===== src/pkg/fcs_pkg.sv =====
// fcs_pkg.sv: constants and carrier types of the flash command sequencer
package fcs_pkg;
    // register offsets on the plain register port
    localparam logic [7:0] OFS_STATUS   = 8'h00;  // flash_status_register
    localparam logic [7:0] OFS_INDEX    = 8'h02;  // command_index_register
    localparam logic [7:0] OFS_OBJECT   = 8'h0a;  // command_object_array window
    localparam logic [7:0] OFS_SECURITY = 8'h01;  // security state byte
    localparam logic [7:0] OFS_CONTROL  = 8'h03;  // secured status bit, read only

    // status bit positions
    localparam int BIT_DONE  = 7;  // command complete
    localparam int BIT_ACC   = 5;  // access error
    localparam int BIT_PV    = 4;  // protection violation
    localparam int BIT_VERR  = 1;  // verify error
    localparam int BIT_VUNC  = 0;  // verify uncorrectable

    // command codes and launch index values
    localparam logic [7:0] CMD_ERASE_VERIFY_SECT = 8'h03;
    localparam logic [7:0] CMD_READ_ONCE         = 8'h04;
    localparam logic [7:0] CMD_PROGRAM_PHRASE    = 8'h06;
    localparam logic [7:0] CMD_PROGRAM_ONCE      = 8'h07;
    localparam logic [2:0] IDX_LAUNCH_PROG       = 3'h5;  // 101
    localparam logic [2:0] IDX_LAUNCH_EVS        = 3'h2;  // 010
    localparam logic [2:0] IDX_LAUNCH_ONCE       = 3'h1;  // 001
    localparam logic [2:0] PHRASE_ALIGN          = 3'h0;  // 000

    // memory map
    localparam logic [22:0] PFLASH_BASE   = 23'h7c0000;  // valid p-flash start
    localparam logic [22:0] BLOCK0_BASE   = 23'h7c0000;  // block 0 start
    localparam int          SECT_BOUND_LG = 18;          // 256 kbyte boundary
    localparam logic [15:0] ONCE_MAX_IDX  = 16'h0007;    // last once phrase
    localparam logic [1:0]  STATE_UNSECURED = 2'h2;      // only unsecured code

    // timing
    localparam int CLK_PERIOD_NS = 100;
    localparam int PROG_TIME_NS  = 2000;  // array program pulse
    localparam int PROG_CYCLES   = (PROG_TIME_NS + CLK_PERIOD_NS - 1) / CLK_PERIOD_NS;

    // sequencer states, one-hot
    typedef enum logic [4:0] {
        ST_IDLE   = 5'h01,
        ST_PROG   = 5'h02,
        ST_VERIFY = 5'h04,
        ST_EVS    = 5'h08,
        ST_ONCE   = 5'h10
    } fcs_state_t;

    // register port request
    typedef struct packed {
        logic [7:0]  addr;
        logic [15:0] wdata;
        logic        wr;
        logic        rd;
    } fcs_req_t;

    // array port request and answer
    typedef struct packed {
        logic        wr;
        logic        rd;
        logic        info;
        logic [22:0] addr;
        logic [15:0] wdata;
    } fcs_arr_req_t;

    typedef struct packed {
        logic [15:0] rdata;
        logic        err;
        logic        unc;
    } fcs_arr_rsp_t;
endpackage : fcs_pkg


===== src/rtl/fcs_word_mem.sv =====
// fcs_word_mem.sv: command object word store with registered read data
`timescale 1ns/1ns
`default_nettype none
module fcs_word_mem #(
    parameter int DEPTH = 8,   // words
    parameter int AW    = 3    // address width
) (
    input  wire logic          sys_clk,  // clock
    input  wire logic          we,       // write enable
    input  wire logic [AW-1:0] waddr,    // write address
    input  wire logic [15:0]   wdata,    // write data
    input  wire logic [AW-1:0] raddr,    // read address
    output logic      [15:0]   rdata     // registered read data
);
    logic [15:0] mem [DEPTH];  // storage

    // write port and registered read port
    always_ff @(posedge sys_clk)
    begin
        if (we)
        begin
            mem[waddr] <= wdata;
        end
        rdata <= mem[raddr];
    end
endmodule : fcs_word_mem
`default_nettype wire


===== src/rtl/fcs_sequencer.sv =====
// fcs_sequencer.sv: flash command launch checks, program/verify and once sequencing
// Functional notes
// - launch programs words then reads back
// - complete flag sets after full program-verify
// - program launch needs index 101
// - command not allowed in mode: access error
// - invalid 23-bit address: access error
// - misaligned phrase address: access error
// - protected program target: protection violation
// - program verify sets error flags
// - program-once writes only reserved 8 phrases
// - erase-verify launch needs index 010
// - erase-verify refused during load data
// - erase-verify crossing 256k: access error
// - erase-verify read sets error flags
// - read-once fetches phrase, then completes
// - block 0 reads invalid during read-once
// - security field 10 unsecured, else secured
// - index register: low bits rw, rest zero
//
// The address-and-strobe port was chosen for this implementation.
`timescale 1ns/1ns
`default_nettype none
module fcs_sequencer #(
    parameter int          PROG_CNT   = fcs_pkg::PROG_CYCLES,  // program pulse cycles
    parameter logic [22:0] PROT_START = 23'h7f8000              // protected area start
) (
    input  wire logic                  sys_clk,      // clock
    input  wire logic                  sys_rst,      // sync reset, high
    input  wire fcs_pkg::fcs_req_t     regReq,       // register port request
    output logic [15:0]                regRdata,     // read data, next cycle
    output fcs_pkg::fcs_arr_req_t      arrReq,       // array request
    input  wire fcs_pkg::fcs_arr_rsp_t arrRsp,       // array answer, same cycle
    input  wire logic                  modeAllowed,  // mode permits commands
    input  wire logic                  loadDataBusy, // load data field active
    output logic                       block0Invalid // block 0 reads invalid
);
    // all state except the word store and the word 0/1 shadows in one struct
    typedef struct packed {
        fcs_pkg::fcs_state_t st;
        logic [2:0]  idx;      // command_word_select
        logic        cmdDone;  // command_complete_flag
        logic        acc;      // access_error_flag
        logic        pv;       // protection_violation_flag
        logic        verr;     // verify_error_flag
        logic        vunc;     // verify_uncorrectable_flag
        logic [1:0]  secState; // security_state_field
        logic [2:0]  word;     // word pointer in program/read
        logic [15:0] cnt;      // pulse counter
        logic        once;     // program-once running
        logic [15:0] rdata;    // read data register
        logic        rdMem;    // read data comes from word store
    } fcs_regs_t;

    fcs_regs_t q;        // registered state
    fcs_regs_t d;        // next state
    logic [15:0] memRd;  // word store read data
    logic        memWe;  // word store write
    logic [2:0]  memWa;  // word store write address
    logic [15:0] memWd;  // word store write data
    logic [2:0]  memRa;  // word store read address
    logic [15:0] w0;     // shadow of word 0
    logic [15:0] w1;     // shadow of word 1
    logic [22:0] gAddr;  // global address of command
    logic        launch; // software clears complete flag

    // decode security: only 10 is unsecured
    function automatic logic isSecured(input logic [1:0] s);
        return s != fcs_pkg::STATE_UNSECURED;
    endfunction : isSecured

    // address in valid p-flash region
    function automatic logic addrValid(input logic [22:0] a);
        return a >= fcs_pkg::PFLASH_BASE;
    endfunction : addrValid
    // byte address of data word k (2..5) within a phrase
    function automatic logic [22:0] wordAddr(input logic [19:0] base, input logic [2:0] k);
        return {base, 2'(k - 3'h2), 1'b0};
    endfunction : wordAddr

    // word store holds the command object array
    fcs_word_mem #(.DEPTH(8), .AW(3)) uMem (
        .sys_clk (sys_clk),
        .we      (memWe),
        .waddr   (memWa),
        .wdata   (memWd),
        .raddr   (memRa),
        .rdata   (memRd)
    );

    // shadow copies of words 0 and 1 for launch checks
    always_ff @(posedge sys_clk)
    begin
        if (sys_rst)
        begin
            w0 <= 16'h0000;
            w1 <= 16'h0000;
        end
        else if (memWe && memWa == 3'h0)
        begin
            w0 <= memWd;
        end
        else if (memWe && memWa == 3'h1)
        begin
            w1 <= memWd;
        end
    end

    assign gAddr  = {w0[6:0], w1};
    assign launch = regReq.wr && regReq.addr == fcs_pkg::OFS_STATUS
                    && regReq.wdata[fcs_pkg::BIT_DONE] && q.cmdDone;

    // next-state logic
    always_comb
    begin
        d       = q;
        memWe   = 1'b0;
        memWa   = q.idx;
        memWd   = regReq.wdata;
        memRa   = q.idx;
        arrReq  = '0;
        d.rdMem = 1'b0;
        // register writes
        if (regReq.wr)
        begin
            unique case (regReq.addr)
                fcs_pkg::OFS_INDEX:
                begin
                    d.idx = regReq.wdata[2:0];
                end
                fcs_pkg::OFS_OBJECT:
                begin
                    memWe = q.cmdDone;  // array locked while busy
                end
                fcs_pkg::OFS_SECURITY:
                begin
                    d.secState = regReq.wdata[1:0];
                end
                fcs_pkg::OFS_STATUS:
                begin
                    // write one clears access and protection flags
                    if (regReq.wdata[fcs_pkg::BIT_ACC]) d.acc = 1'b0;
                    if (regReq.wdata[fcs_pkg::BIT_PV])  d.pv  = 1'b0;
                end
                default: ;
            endcase
        end
        // register reads
        if (regReq.rd)
        begin
            unique case (regReq.addr)
                fcs_pkg::OFS_STATUS:
                    d.rdata = {8'h00, q.cmdDone, 1'b0, q.acc, q.pv, 2'b00, q.verr, q.vunc};
                fcs_pkg::OFS_INDEX:    d.rdata = {13'h0000, q.idx};
                fcs_pkg::OFS_SECURITY: d.rdata = {14'h0000, q.secState};
                fcs_pkg::OFS_CONTROL:  d.rdata = {15'h0000, isSecured(q.secState)};
                fcs_pkg::OFS_OBJECT:
                begin
                    d.rdata = 16'h0000;
                    d.rdMem = 1'b1;
                end
                default:               d.rdata = 16'h0000;
            endcase
        end
        // sequencer
        unique case (q.st)
            fcs_pkg::ST_IDLE:
            begin
                if (launch)
                begin
                    d.verr = 1'b0;
                    d.vunc = 1'b0;
                    d.word = 3'h2;
                    d.cnt  = 16'h0000;
                    if (w0[15:8] == fcs_pkg::CMD_PROGRAM_PHRASE)
                    begin
                        if (q.idx != fcs_pkg::IDX_LAUNCH_PROG || !modeAllowed
                            || !addrValid(gAddr)
                            || gAddr[2:0] != fcs_pkg::PHRASE_ALIGN)
                            d.acc = 1'b1;
                        else if (gAddr >= PROT_START)
                            d.pv = 1'b1;
                        else
                        begin
                            d.cmdDone = 1'b0;
                            d.st   = fcs_pkg::ST_PROG;
                        end
                    end
                    else if (w0[15:8] == fcs_pkg::CMD_ERASE_VERIFY_SECT)
                    begin
                        if (q.idx != fcs_pkg::IDX_LAUNCH_EVS || loadDataBusy
                            || !modeAllowed || !addrValid(gAddr)
                            || gAddr[2:0] != fcs_pkg::PHRASE_ALIGN
                            || gAddr[22:fcs_pkg::SECT_BOUND_LG]
                               != 5'(({gAddr[22:3], 3'h0} + 23'h8)
                                     >> fcs_pkg::SECT_BOUND_LG))
                            d.acc = 1'b1;
                        else
                        begin
                            d.cmdDone = 1'b0;
                            d.st      = fcs_pkg::ST_EVS;
                        end
                    end
                    else if (w0[15:8] == fcs_pkg::CMD_READ_ONCE
                             || w0[15:8] == fcs_pkg::CMD_PROGRAM_ONCE)
                    begin
                        if (w1 > fcs_pkg::ONCE_MAX_IDX || !modeAllowed)
                            d.acc = 1'b1;
                        else
                        begin
                            d.once    = w0[15:8] == fcs_pkg::CMD_PROGRAM_ONCE;  // only if started
                            d.cmdDone = 1'b0;
                            d.st      = d.once ? fcs_pkg::ST_PROG : fcs_pkg::ST_ONCE;
                        end
                    end
                    else
                        d.acc = 1'b1;
                end
            end
            fcs_pkg::ST_PROG:
            begin
                // write one data word per pulse
                memRa         = q.word;
                arrReq.wr     = q.cnt == 16'(PROG_CNT - 1);
                arrReq.info   = q.once;
                arrReq.addr   = wordAddr(q.once ? {17'h00000, w1[2:0]} : gAddr[22:3], q.word);
                arrReq.wdata  = memRd;
                d.cnt         = q.cnt + 16'h0001;
                if (arrReq.wr)
                begin
                    d.cnt  = 16'h0000;
                    d.word = q.word + 3'h1;
                    if (q.word == 3'h5)
                    begin
                        d.word = 3'h2;
                        d.st   = fcs_pkg::ST_VERIFY;
                    end
                end
            end
            fcs_pkg::ST_VERIFY, fcs_pkg::ST_EVS:
            begin
                // read back words, flag any fault, and any mismatch in program verify
                memRa       = q.word;
                arrReq.rd   = 1'b1;
                arrReq.info = q.once;
                arrReq.addr = wordAddr(q.once ? {17'h00000, w1[2:0]} : gAddr[22:3], q.word);
                if (arrRsp.err || (q.st == fcs_pkg::ST_VERIFY && q.cnt[0]
                                   && arrRsp.rdata != memRd))
                    d.verr = 1'b1;
                if (arrRsp.unc)
                    d.vunc = 1'b1;
                d.cnt = q.cnt ^ 16'h0001;  // wait a cycle for stored word
                if (q.cnt[0])
                begin
                    d.word = q.word + 3'h1;
                    if (q.word == 3'h5)
                    begin
                        d.cmdDone = 1'b1;
                        d.once = 1'b0;
                        d.st   = fcs_pkg::ST_IDLE;
                    end
                end
            end
            fcs_pkg::ST_ONCE:
            begin
                // fetch reserved phrase into words 2..5
                arrReq.rd   = 1'b1;
                arrReq.info = 1'b1;
                arrReq.addr = wordAddr({17'h00000, w1[2:0]}, q.word);
                memWe       = 1'b1;
                memWa       = q.word;
                memWd       = arrRsp.rdata;
                d.word      = q.word + 3'h1;
                if (q.word == 3'h5)
                begin
                    d.cmdDone = 1'b1;
                    d.st   = fcs_pkg::ST_IDLE;
                end
            end
        endcase
    end

    // state register
    always_ff @(posedge sys_clk)
    begin
        if (sys_rst)
        begin
            q      <= '0;
            q.st   <= fcs_pkg::ST_IDLE;
            q.cmdDone  <= 1'b1;
            q.secState <= 2'h3;
        end
        else
        begin
            q <= d;
        end
    end

    assign regRdata      = q.rdMem ? memRd : q.rdata;
    assign block0Invalid = q.st == fcs_pkg::ST_ONCE;

    // checks
    chk_index_read: assert property (@(posedge sys_clk) disable iff (sys_rst)
        regReq.rd && regReq.addr == fcs_pkg::OFS_INDEX |=> regRdata[15:3] == 13'h0000)
        else $error("index upper bits not zero");
    chk_prog_idx: assert property (@(posedge sys_clk) disable iff (sys_rst)
        q.st == fcs_pkg::ST_IDLE && d.st == fcs_pkg::ST_PROG && !d.once
        |-> q.idx == fcs_pkg::IDX_LAUNCH_PROG && gAddr[2:0] == 3'h0 && modeAllowed)
        else $error("program launched with bad index");
    chk_evs_idx: assert property (@(posedge sys_clk) disable iff (sys_rst)
        $rose(q.st == fcs_pkg::ST_EVS) |-> $past(q.idx) == fcs_pkg::IDX_LAUNCH_EVS
        && !$past(loadDataBusy))
        else $error("erase verify launched wrongly");
    chk_launch_err: assert property (@(posedge sys_clk) disable iff (sys_rst)
        launch && d.acc && !q.acc |=> q.cmdDone && q.st == fcs_pkg::ST_IDLE)
        else $error("command ran after launch error");
    chk_busy_done: assert property (@(posedge sys_clk) disable iff (sys_rst)
        q.st != fcs_pkg::ST_IDLE |-> !q.cmdDone)
        else $error("complete flag set while busy");
    chk_block0_inv: assert property (@(posedge sys_clk) disable iff (sys_rst)
        q.st == fcs_pkg::ST_ONCE |-> block0Invalid)
        else $error("block 0 valid during read-once");
    chk_once_done: assert property (@(posedge sys_clk) disable iff (sys_rst)
        $rose(q.st == fcs_pkg::ST_ONCE) |-> ##[1:4] q.cmdDone)
        else $error("read-once did not finish");
    chk_sec_decode: assert property (@(posedge sys_clk) disable iff (sys_rst)
        q.secState == 2'h2 |-> !isSecured(q.secState))
        else $error("security decode wrong");
    chk_no_pv_evs: assert property (@(posedge sys_clk) disable iff (sys_rst)
        q.st == fcs_pkg::ST_EVS |=> q.pv == $past(q.pv))
        else $error("erase verify touched protection flag");
    cov_prog: cover property (@(posedge sys_clk) $fell(q.st == fcs_pkg::ST_VERIFY));
    cov_once: cover property (@(posedge sys_clk) $fell(q.st == fcs_pkg::ST_ONCE));
    cov_acc:  cover property (@(posedge sys_clk) $rose(q.acc));
endmodule : fcs_sequencer
`default_nettype wire


===== config.mk =====
export PLATFORM = sky130hd
export DESIGN_NAME = fcs_sequencer
export DESIGN_NICKNAME = d
export VERILOG_FILES = /design/src/pkg/fcs_pkg.sv /design/src/rtl/fcs_word_mem.sv /design/src/rtl/fcs_sequencer.sv
export SDC_FILE = /design/constraint.sdc
export NUM_CORES = 1
export LEC_CHECK = 0
export BUFFER_PORTS_ARGS = -buffer_cell sky130_fd_sc_hd__buf_2
export CORE_AREA = 5 5 172 174
export CTS_CLUSTER_SIZE = 10
export DETAILED_ROUTE_END_ITERATION = 10
export DIE_AREA = 0 0 177 179
export PLACE_DENSITY_LB_ADDON = 0.25
export RECOVER_POWER = 25
export SYNTH_ARGS = -nofsm -noshare
export SYNTH_HDL_FRONTEND = slang
export SYNTH_SLANG_ARGS = --single-unit
export TNS_END_PERCENT = 1

===== constraint.sdc =====
create_clock -name sys_clk -period 3.1 [get_ports sys_clk]
set_input_delay 0.155 -clock sys_clk [delete_from_list [all_inputs] [get_ports sys_clk]]
set_output_delay 0.155 -clock sys_clk [all_outputs]
set_load 0.005 [all_outputs]

== After elaboration in Yosys (flattened, before gate mapping) ==
Memory sizes are Yosys's and may differ from the RTL's. A register that Yosys moved wholly into a read port is not among the register bits.
Index checks and enable logic that the tools add are counted.
Widths: inputs -> output; s select.

* Register bits: 84
* RAM bits: 128
* Logic and storage cells: 176
* Memories: 1
* Output and inout port bits: 59
* Input port bits: 48

{| class="wikitable"
|+ Memory list
! memory !! depth !! bits a word !! rd ports !! clocked after Yosys merged registers in !! write ports !! line !! text
|-
| uMem.mem || 8 || 16 || 1 || 1 || 1 || fcs_word_mem.sv:15 || <nowiki>logic [15:0] mem [DEPTH];</nowiki>
|}

* Bitwise logic cells: 4
* Order comparisons: 3
* Reductions and logical operators: 42
* Add/sub/neg operators: 4
* Eq/ne operators: 37
* Muxes and demuxes: 69

{| class="wikitable"
|+ Operators by type and width
! operator !! number
|-
| $mux 5 || 14
|-
| $mux 16 || 3
|-
| $pmux 16 s3 || 1
|-
| $pmux 24 s2 || 1
|-
| $ge 23x23->1 const B || 2
|-
| $mux 20 || 2
|-
| $mux 1 || 32
|-
| $pmux 8 s4 || 1
|-
| $eq 8x2->1 const B || 3
|-
| $eq 8x3->1 const B || 3
|-
| $ne 2x2->1 const B || 12
|-
| $add 23x4->23 const B || 1
|-
| $pmux 5 s4 || 1
|-
| $mux 19 || 1
|-
| $add 16x1->16 const B || 1
|-
| $eq 16x5->1 const B || 1
|-
| $gt 16x3->1 const B || 1
|-
| $ne 16x16->1 || 1
|-
| $reduce_and 8->1 || 2
|-
| $mux 3 || 4
|-
| $ne 4x4->1 const B || 3
|-
| $pmux 3 s4 || 1
|-
| $reduce_and 3->1 || 4
|-
| $logic_or 1x1->1 || 11
|-
| other kinds (29) || 53
|}

== Logic depth before layout (Yosys ltp) ==
* Depth in word-level cells: 11
* Depth in mapped cells: 9
* Depth with buffers taken out: 8

== Modules after synthesis ==
Synthesis repeated with hierarchy kept, for this count alone.

* Cell total of the unflattened synthesis: 755
* Area, all modules: 9709.3 µm²

{| class="wikitable"
|+ By module, submodules not included
! module !! times used !! cells each !! area an instance (µm²) !! sequential area each (µm²)
|-
| fcs_word_mem || 1 || 214 || 5293.8 || 4164.0
|-
| fcs_sequencer || 1 || 541 || 4415.5 || 1461.4
|}

== Worst setup path after synthesis ==
Ideal clock, no wire load.

* Kind: register to register
* From: register q[47] (netlist bit)
* To: memory uMem.mem[7][0], enable pin
* Cell stages (with the launch flop): 9
* Buffers on the path: 2
* Setup time: 390 ps
* Required time: 2710 ps
* Period minus slack after synthesis: 2783 ps
* Setup slack: 317 ps
* Data arrival time: 2393 ps
* Path through: dfxtp_1 -> clkbuf_1 -> nor4_1 -> nand2_2 -> inv_2 -> buf_2 -> nand3_1 -> o31ai_1 -> nor2b_1

* Longest elaborated chain between the ends: 4
* Elaborated cells on any way between the ends: 5
* Those cells by class: eq/ne (1); mux (4)

{| class="wikitable"
|+ Ends and longest elaborated chain
! element !! line !! text
|-
| start: declaration || fcs_sequencer.sv:55 || <nowiki>fcs_regs_t q;</nowiki>
|-
| $eq 5x5->1 (*) || -- ||
|-
| net block0Invalid || fcs_sequencer.sv:36 || <nowiki>output logic block0Invalid</nowiki>
|-
| $mux 1 || fcs_sequencer.sv:166 || <nowiki>unique case (q.st)</nowiki>
|-
| $mux 1 || fcs_word_mem.sv:20 || <nowiki>if (we)</nowiki>
|-
| $mux 1 (implied by the code) || fcs_word_mem.sv:22 || <nowiki>mem[waddr] <= wdata;</nowiki>
|-
| end: declaration || fcs_word_mem.sv:15 ||
|}

Mark *: on every way through the listed nets, which the timed path passes. The rest lies on a longest branch.

==> impl_metrics.csv <==
group,metric,value,unit
critical_path,worstPathArrival,2.73,ns
cells_and_area,final_util,0.417,
critical_path,critPathTopFamily,"simple AND/OR/NAND/NOR gates",
sta,worstMarginPinSlew,0.916,ns
die,die_y,179,um
clocking,clock_latency,0.54,ns
sta,finalHoldViolations,0,
cells_and_area,n_fill_cell,2678,
synthesis,ys_seq_area_frac,0.587,
sta,skew,0.0113,ns
global_route,grt_pass1_vias,6933,
die,design.core.area,27600,um^2
synthesis,synth_area,9580,um^2
sta,maxSlewHeadroom,0.388,
clocking,clockRootBuffer,"clkbuf_16",
clocking,clock_path_buffers,3,
routing,highest_layer,"met4",
place,placed_area,10700,um^2
critical_path,critPathMaxStageDelay,0.60,ns
power,powerDensity,508,nW/um^2
sta,setup_violations,0,
synthesis,synth.distinct_cells,64,
routing,ant_nets,0,
place,gp_congestion,0.852,
synthesis,syn-num-nets,876,
critical_path,crit_fanout,15,
routing,drcViolationCount,0,
die,io_pins,107,
power,p_leak,4.06,nW
clocking,cts_made_buffers,25,
sta,fin_crit,2.89,ns
die,die_area,31700,um^2
clocking,cts_tree,"built",
critical_path,start_kind,"flip-flop",
routing,first_iter_violations,771,
routing,wl_per_cell,20.3,um
global_route,antenna_found_initial,0,
sta,rsz0062_at_grt,"no",
global_route,grt_pass1_wl,41300,um
routing,dr_wl_met2,13800,um
synthesis,synth-seq-cells,217,
place,hpwlAfterDp,19000,um
synthesis,yosysWarnings,0,
die,start_util,0.347,
critical_path,end_kind,"output pin",
worst_hold_path,hp-class,"primary input to flip-flop",
clocking,ctsResizeCount,0,
critical_path,worstSetupPathType,"flip-flop to output pin",
cells_and_area,drive_gt1_frac,0.201,
place,io_buffer_count,105,
synthesis,synth_top_cell_area_share,0.401,
synthesis,yosys.area.top_type,"edfxtp_1",
clocking,cts_max_level,1,
critical_path,cpMostUsedCell,"nor2_1",
synthesis,synthTopCellsByArea,"edfxtp_1, dfxtp_1, mux2i_1",
synthesis,synth.avg_cell_area,11.6,um^2
routing,met3WireLength,1530,um
sta,period_share,0.932,
routing,vias_per_cell,5.20,
synthesis,synthCells,825,
cells_and_area,area_growth,20.3,%
power,ir_drop,0.370,mV
cells_and_area,stdcell_area,11500,um^2
critical_path,worstPathCellList,"nor2_1 -> and3_1 -> nor2_1 -> nor2_1 -> a22o_1 -> buf_2",
sta,drv_slew,0,
sta,max_freq,0.346,GHz
power,p_total,5.86,mW
routing,met1Wirelength,11700,um
die,rows,61,
routing,finalWirelength,27500,um
clocking,cts.clk_slew.worst_paths,0.06,ns
clocking,ctsHoldBuffers,11,
routing,drtPass1Iterations,7,
die,fp.dieW,177,um
synthesis,async_reset_ff_frac,0,
global_route,grt_overflow,0,
run,maxCapViolCount,0,
synthesis,ys.flop_type,"edfxtp_1",
clocking,cts_sinks,217,
clocking,post_cts_buffers,0,
outcome,status,"complete, no violations",
critical_path,cp.required,2.94,ns
critical_path,crit_slowest_cell,"and3_1",
cells_and_area,num-nets-final,1015,
cells_and_area,insertedDiodeCount,0,
global_route,grt_max_degree,46,
critical_path,cp_num_buf_inv,1,
synthesis,synth_edf_count,128,
routing,via_count,7062,
sta,tns,0,ns
global_route,grt_usage,0.170,
[layout make-up]
class,count,area (um^2),share of cell area
multi-input cells,538,3640,0.316
inverters,26,97.6,0.00847
repair buffers,156,975,0.0846
well taps,378,473,0.0410
flip-flops and latches,217,5630,0.488
clock inverters,1,20.0,0.00174
clock buffers,42,689,0.0598
[per-stage QoR]
step	instances	setup WS, ns	hold slack, ns
after global placement	1304	0.516	0.410
final	1358	0.210	0.0651
after global routing	1358	0.0945	0.0793
after CTS	1358	0.217	0.0474
after floorplan	825	0.317	0.299
after detailed placement	1304	0.399	0.435
[layer usage]
metal,global-route usage,vias up
li1,-,3370
met1,0.221,3461
met2,0.296,196
met3,0.0283,35
met4,0.0448,0
met5,0,-
[cell families after synthesis]
logic type | after synthesis | share of synthesized area
other | 1 | 0.000391
adders and majority gates | 3 | 0.00392
AOI/OAI and AO/OA | 147 | 0.114
DFF | 217 | 0.587
xor gates and xnor gates | 29 | 0.0273
muxes | 63 | 0.0708
buffers and inverters | 70 | 0.0325
and+or+nand+nor | 295 | 0.163
[synth_stat cells (all sizes together) (21+ instances only)]
cell type	instances
edfxtp	128
buf	21
mux2i	38
inv	26
mux2	25
and2	50
nand3	25
clkbuf	23
nand2	41
dfxtp	89
a211oi	31
nor2	85
[worst register-to-register path, stage by stage (launching register included)]
cell      delay, ns
dfxtp_1        0.43
xor2_1         0.42
o211ai_4       0.19
mux2i_4        0.25
buf_12         0.21
nor2_2         0.71
a222oi_1       0.26
o211ai_1       0.23
[cells in the final DEF, fill, tap and decap left out, types with 4 or more instances in the layout]
cell type / n
edfxtp_1: 128
buf_2: 96
dfxtp_1: 89
nor2_1: 81
and2_1: 44
nand2_1: 40
mux2i_1: 37
a211oi_1: 31
buf_4: 31
clkbuf_1: 28
inv_1: 26
nand3_1: 25
clkbuf_16: 25
mux2_2: 24
xnor2_1: 20
a21oi_1: 18
nand4_1: 18
a2bb2oi_1: 16
o211ai_1: 16
a222oi_1: 15
o21ai_0: 14
nor4_1: 13
nand2b_1: 13
nor3_1: 11
dlygate4sd3_1: 11
xor2_1: 9
a31oi_1: 8
and3_1: 7
and2_0: 6
nor2b_1: 5
buf_12: 5
and4_1: 4
a22oi_1: 4
o31ai_1: 4
nor4b_1: 4
[sequential cells by signal, summed over array words and instances, names as in the netlist]
| register | count |
|---|---|
| uMem.rdata | 16 |
| w1 | 16 |
| w0 | 15 |
| q | 42 |
| uMem.mem | 128 |
[report_power, final]
group          internal [mW]  switching (mW)  total, mW
Clock                   1.51            1.12       2.63
Combinational         0.0645           0.108      0.172
Sequential              3.05         0.00184       3.05
Total                   4.62            1.23       5.86
[final timing paths]
check / start / to / slack [ns] / depth (start not counted)
setup / recovery: q[47] / arrReq[20] / 0.21 / 6
hold / removal: regReq[2] / q[37] / 0.07 / 4
setup reg to reg: q[50] / uMem.rdata[8] / 0.31 / 7
hold reg to reg: q[42] / q[42] / 0.45 / 2
No activity file was read; power rests on OpenSTA's default activity.
